--- src/core/mtmr_map.svh ---
// Register offsets, field positions, reset values and timing counts of the modulo timer
`ifndef MTMR_MAP_SVH
`define MTMR_MAP_SVH

// Register byte offsets on the 32-bit bus, one word each
`define MTMR_OFF_STATUS_CONTROL 4'h0
`define MTMR_OFF_CLOCK_CONFIG   4'h4
`define MTMR_OFF_COUNT_VALUE    4'h8
`define MTMR_OFF_WRAP_LIMIT     4'hC

// Status/control field positions
`define MTMR_SC_OVF_BIT   7
`define MTMR_SC_IRQEN_BIT 6
`define MTMR_SC_CLR_BIT   5
`define MTMR_SC_HALT_BIT  4

// Clock configuration field positions
`define MTMR_CK_SRC_HI 5
`define MTMR_CK_SRC_LO 4
`define MTMR_CK_PS_HI  3
`define MTMR_CK_PS_LO  0

// Reset values
`define MTMR_RST_HALT  1'b1
`define MTMR_RST_SRC   2'h0
`define MTMR_RST_PS    4'h0
`define MTMR_RST_COUNT 8'h00
`define MTMR_RST_LIMIT 8'h00

// Largest prescale code; codes above it divide by 256 too
`define MTMR_PS_MAX 4'h8

// Register read latency of the bus slave in clock cycles
`define MTMR_BUS_LATENCY 1

`endif

--- src/core/mtmr_pkg.sv ---
// Types shared by the modulo timer design files
package mtmr_pkg;

  // Prescaler input source codes
  typedef enum logic [1:0] {
    MTMR_SRC_BUS   = 2'b00,
    MTMR_SRC_FIXED = 2'b01,
    MTMR_SRC_PINF  = 2'b10,
    MTMR_SRC_PINR  = 2'b11
  } mtmr_src_e;

  // Bus slave answer states
  typedef enum logic [0:0] {
    MTMR_BUS_IDLE = 1'b0,
    MTMR_BUS_DONE = 1'b1
  } mtmr_bus_e;

  typedef logic [7:0] mtmr_byte_t;

endpackage : mtmr_pkg

--- src/core/mtmr_top.sv ---
// Modulo timer: Avalon-MM registers, clock source selection, counter and overflow flag
// Contract
// - Eight-bit up-counter, free running or wrapping at the wrap limit.
// - Overflow interrupt request, enabled or disabled by software.
// - Source: bus clock, fixed clock rising, pin rising or pin falling.
// - Prescaler divides the source by 1 to 256 in powers of two.
// - Source codes 11 and 10 select the external timer clock pin.
// - Counter clear control bit returns the counter to zero.
// - Counter halt bit freezes counting while set.
// - Counting continues in wait mode so overflow can wake the processor.
// - In stop mode the timer is disabled and never wakes the system.
// - Waking from deep stop returns all timer state to reset values.
// - Light stop left by reset resets; left by interrupt keeps state.
// - Counting is suspended in debug mode and resumes afterwards.
// - Counter clear or wrap limit write acts as a timer reset.
// - External pin is synchronised to the bus clock before use.
// - Status/control: flag 7, enable 6, clear 5 write-only, halt 4.
// - Clock config: top two bits zero, source above prescale.
// - Count register is read-only; writes are ignored.
// - Wrap limit register is eight bits, readable and writable.
// - Flag sets on wrap to zero after the limit; enabled flag interrupts.
// - Flag clears by read-then-write-zero, counter clear, or limit write.
// - Reset sets halt, clears enable, source and prescale.
// - Prescale codes above 1000 divide by 256.
//
// Chosen here: the Avalon-MM register port and the register offsets.
`timescale 1ns/1ps
`default_nettype none
`include "mtmr_map.svh"
module mtmr_top
  import mtmr_pkg::*;
#(
  parameter int unsigned PS_STAGES = 8
) (
  // Clock and reset
  input  wire logic        REF_CLK,
  input  wire logic        RST,
  // Avalon-MM slave
  input  wire logic [3:0]  AVS_ADDRESS,
  input  wire logic        AVS_READ,
  input  wire logic        AVS_WRITE,
  input  wire logic [31:0] AVS_WRITEDATA,
  input  wire logic [3:0]  AVS_BYTEENABLE,
  output logic [31:0]      AVS_READDATA,
  output logic             AVS_WAITREQUEST,
  // Clock sources
  input  wire logic        FIXED_FREQ_CLOCK,
  input  wire logic        EXT_TIMER_CLOCK_PIN,
  // Processor mode
  input  wire logic        STOP_MODE,
  input  wire logic        DEEP_STOP_WAKE,
  input  wire logic        DEBUG_ACTIVE,
  // Interrupt request
  output logic             OVERFLOW_IRQ
);
  import mtmr_pkg::*;

  // Register state
  logic             overflow_flag_r;
  logic             overflow_irq_enable_r;
  logic             counter_halt_r;
  mtmr_src_e        clock_source_select_r;
  logic [3:0]       prescale_select_r;
  mtmr_byte_t       count_r;
  mtmr_byte_t       count_nxt;
  mtmr_byte_t       wrap_limit_field_r;
  logic             flag_seen_r;
  mtmr_bus_e        bus_state_r;
  logic [31:0]      rdata_r;

  logic             soft_rst;
  logic             acc;
  logic             wr_sc;
  logic             wr_ck;
  logic             wr_mod;
  logic             rd_sc;
  logic             wr_lane0;
  logic             fixed_rise;
  logic             pin_rise;
  logic             pin_fall;
  logic             src_tick;
  logic             pre_tick;
  logic             cnt_tick;
  logic             wrap;
  logic             hw_rst;

  // Deep-stop wake is treated like a full reset of every timer flop except the bus sequencer and read data, which only RST clears
  assign hw_rst = RST || DEEP_STOP_WAKE;

  // One cycle of wait on every access, then the answer is given
  assign acc      = (AVS_READ || AVS_WRITE) && (bus_state_r == MTMR_BUS_IDLE);
  assign wr_lane0 = AVS_WRITE && acc && AVS_BYTEENABLE[0];
  assign wr_sc    = wr_lane0 && (AVS_ADDRESS == `MTMR_OFF_STATUS_CONTROL);
  assign wr_ck    = wr_lane0 && (AVS_ADDRESS == `MTMR_OFF_CLOCK_CONFIG);
  assign wr_mod   = wr_lane0 && (AVS_ADDRESS == `MTMR_OFF_WRAP_LIMIT);
  assign rd_sc    = AVS_READ && acc && (AVS_ADDRESS == `MTMR_OFF_STATUS_CONTROL);
  assign AVS_WAITREQUEST = (AVS_READ || AVS_WRITE) && (bus_state_r == MTMR_BUS_IDLE);

  // Counter clear write or any limit write with byte lane 0 enabled is a timer reset
  assign soft_rst = (wr_sc && AVS_WRITEDATA[`MTMR_SC_CLR_BIT]) || wr_mod;

  // Answer sequencer: the request is taken in IDLE and answered in DONE
  always_ff @(posedge REF_CLK) begin
    if (RST) begin
      bus_state_r <= MTMR_BUS_IDLE;
    end else begin
      case (bus_state_r)
        MTMR_BUS_IDLE: begin
          if (AVS_READ || AVS_WRITE) begin
            bus_state_r <= MTMR_BUS_DONE;
          end
        end
        MTMR_BUS_DONE: begin
          bus_state_r <= MTMR_BUS_IDLE;
        end
        default: begin
          bus_state_r <= MTMR_BUS_IDLE;
        end
      endcase
    end
  end

  // Read data registered when the request is taken; unmapped reads give zero
  always_ff @(posedge REF_CLK) begin
    if (RST) begin
      rdata_r <= 32'h0000_0000;
    end else if (AVS_READ && acc) begin
      case (AVS_ADDRESS)
        `MTMR_OFF_STATUS_CONTROL: rdata_r <= {24'h00_0000, overflow_flag_r,
                                    overflow_irq_enable_r, 1'b0, counter_halt_r,
                                    4'h0};
        `MTMR_OFF_CLOCK_CONFIG:   rdata_r <= {24'h00_0000, 2'b00,
                                    clock_source_select_r, prescale_select_r};
        `MTMR_OFF_COUNT_VALUE:    rdata_r <= {24'h00_0000, count_r};
        `MTMR_OFF_WRAP_LIMIT:     rdata_r <= {24'h00_0000, wrap_limit_field_r};
        default:                  rdata_r <= 32'h0000_0000;
      endcase
    end
  end
  assign AVS_READDATA = rdata_r;

  // Control bits of status/control
  always_ff @(posedge REF_CLK) begin
    if (hw_rst) begin
      overflow_irq_enable_r <= 1'b0;
      counter_halt_r        <= `MTMR_RST_HALT;
    end else if (wr_sc) begin
      overflow_irq_enable_r <= AVS_WRITEDATA[`MTMR_SC_IRQEN_BIT];
      counter_halt_r        <= AVS_WRITEDATA[`MTMR_SC_HALT_BIT];
    end
  end

  // Clock configuration; changes never clear the count
  always_ff @(posedge REF_CLK) begin
    if (hw_rst) begin
      clock_source_select_r <= mtmr_src_e'(`MTMR_RST_SRC);
      prescale_select_r     <= `MTMR_RST_PS;
    end else if (wr_ck) begin
      clock_source_select_r <= mtmr_src_e'(AVS_WRITEDATA[`MTMR_CK_SRC_HI:`MTMR_CK_SRC_LO]);
      prescale_select_r     <= AVS_WRITEDATA[`MTMR_CK_PS_HI:`MTMR_CK_PS_LO];
    end
  end

  // Wrap limit register
  always_ff @(posedge REF_CLK) begin
    if (hw_rst) begin
      wrap_limit_field_r <= `MTMR_RST_LIMIT;
    end else if (wr_mod) begin
      wrap_limit_field_r <= AVS_WRITEDATA[7:0];
    end
  end

  // Fixed clock is an outside level, so it too passes the three-stage filter
  mtmr_pin_sync u_fixed_sync (
    .REF_CLK (REF_CLK),
    .RST     (hw_rst),
    .pin_in  (FIXED_FREQ_CLOCK),
    .rise_o  (fixed_rise),
    .fall_o  ()
  );

  mtmr_pin_sync u_pin_sync (
    .REF_CLK (REF_CLK),
    .RST     (hw_rst),
    .pin_in  (EXT_TIMER_CLOCK_PIN),
    .rise_o  (pin_rise),
    .fall_o  (pin_fall)
  );

  // Source tick mux; bus clock ticks every cycle
  always_comb begin
    case (clock_source_select_r)
      MTMR_SRC_BUS:   src_tick = 1'b1;
      MTMR_SRC_FIXED: src_tick = fixed_rise;
      MTMR_SRC_PINF:  src_tick = pin_fall;
      MTMR_SRC_PINR:  src_tick = pin_rise;
      default:        src_tick = 1'b1;
    endcase
  end

  mtmr_prescaler #(
    .STAGES (PS_STAGES)
  ) u_prescaler (
    .REF_CLK    (REF_CLK),
    .RST        (hw_rst),
    .clear_i    (soft_rst),
    .src_tick_i (src_tick && !counter_halt_r && !STOP_MODE && !DEBUG_ACTIVE),
    .ps_i       (prescale_select_r),
    .tick_o     (pre_tick)
  );

  // Stop and debug hold the count; wait mode is not a gate, so it keeps counting
  assign cnt_tick = pre_tick && !counter_halt_r && !STOP_MODE && !DEBUG_ACTIVE;
  // Limit zero wraps from ff, so all 256 states are visited
  assign wrap     = (wrap_limit_field_r == 8'h00) ? (count_r == 8'hFF)
                                                  : (count_r == wrap_limit_field_r);
  assign count_nxt = wrap ? 8'h00 : count_r + 8'h01;

  // Counter
  always_ff @(posedge REF_CLK) begin
    if (hw_rst || soft_rst) begin
      count_r <= `MTMR_RST_COUNT;
    end else if (cnt_tick) begin
      count_r <= count_nxt;
    end
  end

  // Read of status/control with the flag set arms the clear by writing zero
  always_ff @(posedge REF_CLK) begin
    if (hw_rst || soft_rst) begin
      flag_seen_r <= 1'b0;
    end else if (rd_sc && overflow_flag_r) begin
      flag_seen_r <= 1'b1;
    end else if (wr_sc) begin
      flag_seen_r <= 1'b0;
    end
  end

  // Overflow flag; a wrap wins over a write-zero clear in the same cycle, a timer reset wins over a wrap
  always_ff @(posedge REF_CLK) begin
    if (hw_rst) begin
      overflow_flag_r <= 1'b0;
    end else if (cnt_tick && wrap && !soft_rst) begin
      overflow_flag_r <= 1'b1;
    end else if (soft_rst) begin
      overflow_flag_r <= 1'b0;
    end else if (wr_sc && flag_seen_r && !AVS_WRITEDATA[`MTMR_SC_OVF_BIT]) begin
      overflow_flag_r <= 1'b0;
    end
  end

  // Interrupt request is masked off in stop so it never acts as a wake-up
  assign OVERFLOW_IRQ = overflow_flag_r && overflow_irq_enable_r && !STOP_MODE;
endmodule // mtmr_top
`default_nettype wire

--- src/core/mtmr_pin_sync.sv ---
// Three-stage synchroniser with edge detection for the external timer clock pin
`timescale 1ns/1ps
`default_nettype none
module mtmr_pin_sync (
  // Clock and reset
  input  wire logic REF_CLK,
  input  wire logic RST,
  // Pin and edges
  input  wire logic pin_in,
  output logic      rise_o,
  output logic      fall_o
);
  logic [2:0] sync_r;
  logic       level_r;

  // Stage 0 is read only by stage 1
  always_ff @(posedge REF_CLK) begin
    if (RST) begin
      sync_r <= 3'b000;
    end else begin
      sync_r <= {sync_r[1:0], pin_in};
    end
  end

  // A change counts once stages 1 and 2 agree
  always_ff @(posedge REF_CLK) begin
    if (RST) begin
      level_r <= 1'b0;
    end else if (sync_r[1] == sync_r[2]) begin
      level_r <= sync_r[2];
    end
  end

  assign rise_o = (sync_r[1] == sync_r[2]) && sync_r[2] && !level_r;
  assign fall_o = (sync_r[1] == sync_r[2]) && !sync_r[2] && level_r;
endmodule // mtmr_pin_sync
`default_nettype wire

--- src/core/mtmr_prescaler.sv ---
// Power-of-two prescaler that turns source ticks into counter ticks
`timescale 1ns/1ps
`default_nettype none
`include "mtmr_map.svh"
module mtmr_prescaler #(
  parameter int unsigned STAGES = 8
) (
  // Clock and reset
  input  wire logic       REF_CLK,
  input  wire logic       RST,
  // Control
  input  wire logic       clear_i,
  input  wire logic       src_tick_i,
  input  wire logic [3:0] ps_i,
  // Output tick
  output logic            tick_o
);
  logic [STAGES-1:0] div_r;
  logic [3:0]        sel;

  // Codes above the largest one fall back to the slowest ratio
  assign sel = (ps_i > `MTMR_PS_MAX) ? `MTMR_PS_MAX : ps_i;

  // Ripple divider advanced only by source ticks
  always_ff @(posedge REF_CLK) begin
    if (RST || clear_i) begin
      div_r <= '0;
    end else if (src_tick_i) begin
      div_r <= div_r + 1'b1;
    end
  end

  // Tick when the low sel bits are all ones, i.e. every 2^sel source ticks
  always_comb begin
    tick_o = src_tick_i;
    for (int i = 0; i < STAGES; i++) begin
      if (i < sel) begin
        tick_o = tick_o && div_r[i];
      end
    end
  end
endmodule // mtmr_prescaler
`default_nettype wire

--- config.mk ---
export PLATFORM = sky130hd
export DESIGN_NAME = mtmr_top
export DESIGN_NICKNAME = d
export VERILOG_FILES = /design/src/core/mtmr_pkg.sv /design/src/core/mtmr_top.sv /design/src/core/mtmr_pin_sync.sv /design/src/core/mtmr_prescaler.sv
export VERILOG_INCLUDE_DIRS = /design/src /design/src/core
export SDC_FILE = /design/constraint.sdc
export NUM_CORES = 1
export LEC_CHECK = 0
export BUFFER_PORTS_ARGS = -buffer_cell sky130_fd_sc_hd__clkbuf_2
export CORE_ASPECT_RATIO = 0.8
export CORE_UTILIZATION = 45
export DETAILED_ROUTE_END_ITERATION = 10
export PLACE_DENSITY = 0.81
export SLEW_MARGIN = 20
export SYNTH_ARGS = -nofsm -noshare
export SYNTH_HDL_FRONTEND = slang
export SYNTH_SLANG_ARGS = --single-unit
--- constraint.sdc ---
create_clock -name REF_CLK -period 1.97 [get_ports REF_CLK]
set_input_delay 0.394 -clock REF_CLK [delete_from_list [all_inputs] [get_ports REF_CLK]]
set_output_delay 0.394 -clock REF_CLK [all_outputs]
set_load 0.02 [all_outputs]
==> results.md <==
- Req. time, crit path: 2.23 ns
- Worst-path fanout max: 4
- Length of routed wiring on met1: 2980 µm
- Min setup slack post-route: -0.0758 ns
- CTS tree: built
- Placed Area: 3090 µm²
- CTS Buf Count: 5
- Peak Freq: 489 MHz
- Layout cells sized above 1: 0.269
- Combinational family with the most area after synthesis: simple AND/OR/NAND/NOR gates
- Simple-Gate Fraction of Synth Area: 0.237
- Primary FF master, synth: dfxtp_1
- Placed Instances: 442
- PortBufs: 31
- Clk slew on worst S/H paths: 0.10 ns
- Clk_lat worst skew: 0.32 ns
- Mean Syn Cell Area: 8.63 µm²
- Routed length per instance: 14.7 µm
- Row cnt: 24
- Maximum VDD drop: 279 µV
- Core region area: 5650 µm²
- Compound-Gate Fraction of Synth Area: 0.159
- Cell area after synthesis: 2730 µm²
- Root Buffer: clkbuf_8
- Most frequent cells in the layout: dfxtp_1 (48), nor2_1 (43), buf_4 (34), clkbuf_2 (31), nand2_1 (26)
- Fin crit share: 1.04
- Area delta synth->final: 20.3%
- Xor/xnor cell area share of the yosys netlist: 0.0289
- Initial core utilization: 0.483
- Number of max-cap violations: 0
- Max Root-Sink Buffers: 2
- Seq cells post-synth: 51
- Post-synth cell types: 52
- Status: finished, violations left
- Critical path class: reg2reg
- Post-synth top area share: 0.374
- Routed wl met2: 2970 µm
- Tightest Hold Check Type: in2reg
- GRT Overall Usage: 0.215
- Metal3 WL: 516 µm
- Fin crit period: 2.05 ns
- Post-Route WL: 6640 µm
- Fillcell total: 490
- GRT overflow: 0
- Power Dens Cells: 632 nW/µm²
- Slew Viols, Final: 0
- HPWL after DPL: 4900 µm
- Final Setup Violations: 6
- Failing checks: setup timing
- Post-synthesis sequential area ratio: 0.374
- Gate Count Post-Synth: 316
- 1st-iter DRT viols: 225
- Final #Nets: 428
- Diode count: 0
- IO Pins: 83
- Die Width: 89.0 µm
- Multiplexer share of the synthesized area: 0.0789
- DR pass1 iterations: 6
- Largest area contributor in the netlist: dfxtp_1
- Critical Path Start Type: flop
- Number of clock sinks: 51
- Synth Area in Adders: 0.0229
- Layout Cells excl Fill: 453
- Final Cell Area: 3280 µm²
- Number of remaining DRC errors: 0
- Post-DR vias/cell: 5.51
- Final hold violations: 0
- Most common cell after layout, fill and taps aside: dfxtp_1
- Synthesis Warnings: 0
- Ys async rst share: 0
- Synth top area cells: dfxtp_1 (37%), buf_4 (6.6%), nor2_1 (5.9%)
- Design Power: 0.00207 W
- First-pass GRT wire length: 10400 µm
- WP data arrival: 2.30 ns
- Via count: 2495
- ANT nets after route: 0
- Leakage Power: 1.39 nW
- RSZ-0062 raised after global routing: yes
- Placer congestion estimate: 0.846
- Vias in the first global route: 2227
- Top layer in use: met4
- CP Capture Type: flop
- CTS H-tree depth: 2
- Hold slack: 0.277 ns
- Post-synth EDFFs: 0
- Die Ht: 71.6 µm
- Final Skew: 0.0115 ns
- Initial antenna violation count: 0
- Place WS: -0.114 ns
- Pin count of the biggest net entering global routing: 19
- Total die area: 6380 µm²
==> synth_stat cells, types with 2 or more instances <==
master	instances
clkbuf_1	13
inv_1	8
dfxtp_1	51
o221ai_1	2
mux2i_1	11
o21ai_0	6
mux2_2	6
xor2_1	6
nand2_1	26
and4b_1	2
a21oi_1	16
nand2b_1	4
xnor2_1	3
nor2b_1	2
nand4_1	2
nor4bb_1	2
ha_1	5
o21bai_1	2
nor3_1	4
or3_1	2
and2_1	5
nor2_1	43
buf_4	24
a31oi_1	2
a221o_1	4
o22ai_1	2
or2_2	3
nand3_1	18
a22o_1	9
a22oi_1	11
==> sequential cells by signal (all words and copies together), names as in the netlist <==
name	cells
AVS_READDATA	8
count_r	8
u_prescaler.div_r	8
wrap_limit_field_r	8
prescale_select_r	4
u_fixed_sync.sync_r	3
u_pin_sync.sync_r	3
clock_source_select_r	2
bus_state_r	1
counter_halt_r	1
flag_seen_r	1
overflow_flag_r	1
overflow_irq_enable_r	1
u_fixed_sync.level_r	1
u_pin_sync.level_r	1
==> report_power, final <==
group | switching (W) | internal (W) | leakage (nW)
registers | 0.00000348 | 0.00104 | 0.413
clock network | 0.000361 | 0.000508 | 0.0654
logic | 0.000114 | 0.0000526 | 0.909
==> through the flow <==
stage / utilization / setup TNS (ns)
6_report: 0.581 / -0.264
5_1_grt: 0.581 / -1.23
4_1_cts: 0.575 / -0.317
3_5_place_dp: 0.547 / -0.663
3_3_place_gp: 0.547 / -0.325
2_1_floorplan: - / -0.0110
==> critical path: stages (launching register included) <==
cell and delay [ns]:
dfxtp_2 0.35, nor4_4 0.35, and2_4 0.21, mux2_4 0.31, nand3_4 0.07, and4b_1 0.22, or3b_1 0.37, a21oi_2 0.13
==> per-layer routing <==
layer / track usage / up-vias
met1: 0.299 / 1157
met3: 0.0415 / 21
met4: 0.0899 / 0
met2: 0.326 / 131
li1: - / 1186
met5: 0 / -
==> timing repair <==
action	4_1_cts	5_1_grt
resized for setup	3	6
buffers inserted	2	1
setup endpoints to repair	8	8
pin swaps	7	11
hold buffers	0	0
==> cell families after synthesis <==
family | count (synthesis)
AO/OA/AOI/OAI | 60
XOR/XNOR | 9
adder cells (fa/ha/maj) | 5
buffers and inverters | 46
flip-flops | 51
multiplexers | 19
other | 1
AND/OR/NAND/NOR | 125
==> layout make-up <==
class	instances	area, µm²	area share
multi-input cells	242	1570	0.480
flip-flops and latches	51	1020	0.312
inverters	8	30.0	0.00916
clock inverters	2	60.1	0.0183
repair buffers	66	422	0.129
clock buffers	6	72.6	0.0221
well taps	78	97.6	0.0298
==> final timing paths <==
kind / end / slack [ns] / cells after the start / from
max reg2reg: count_r[1] / -0.08 / 7 / wrap_limit_field_r[6]
min reg2reg: u_fixed_sync.sync_r[1] / 0.43 / 1 / u_fixed_sync.sync_r[0]
min: u_pin_sync.sync_r[0] / 0.28 / 2 / EXT_TIMER_CLOCK_PIN
max: count_r[1] / -0.08 / 7 / wrap_limit_field_r[6]
Note: power is estimated with default switching activity, not from simulation.
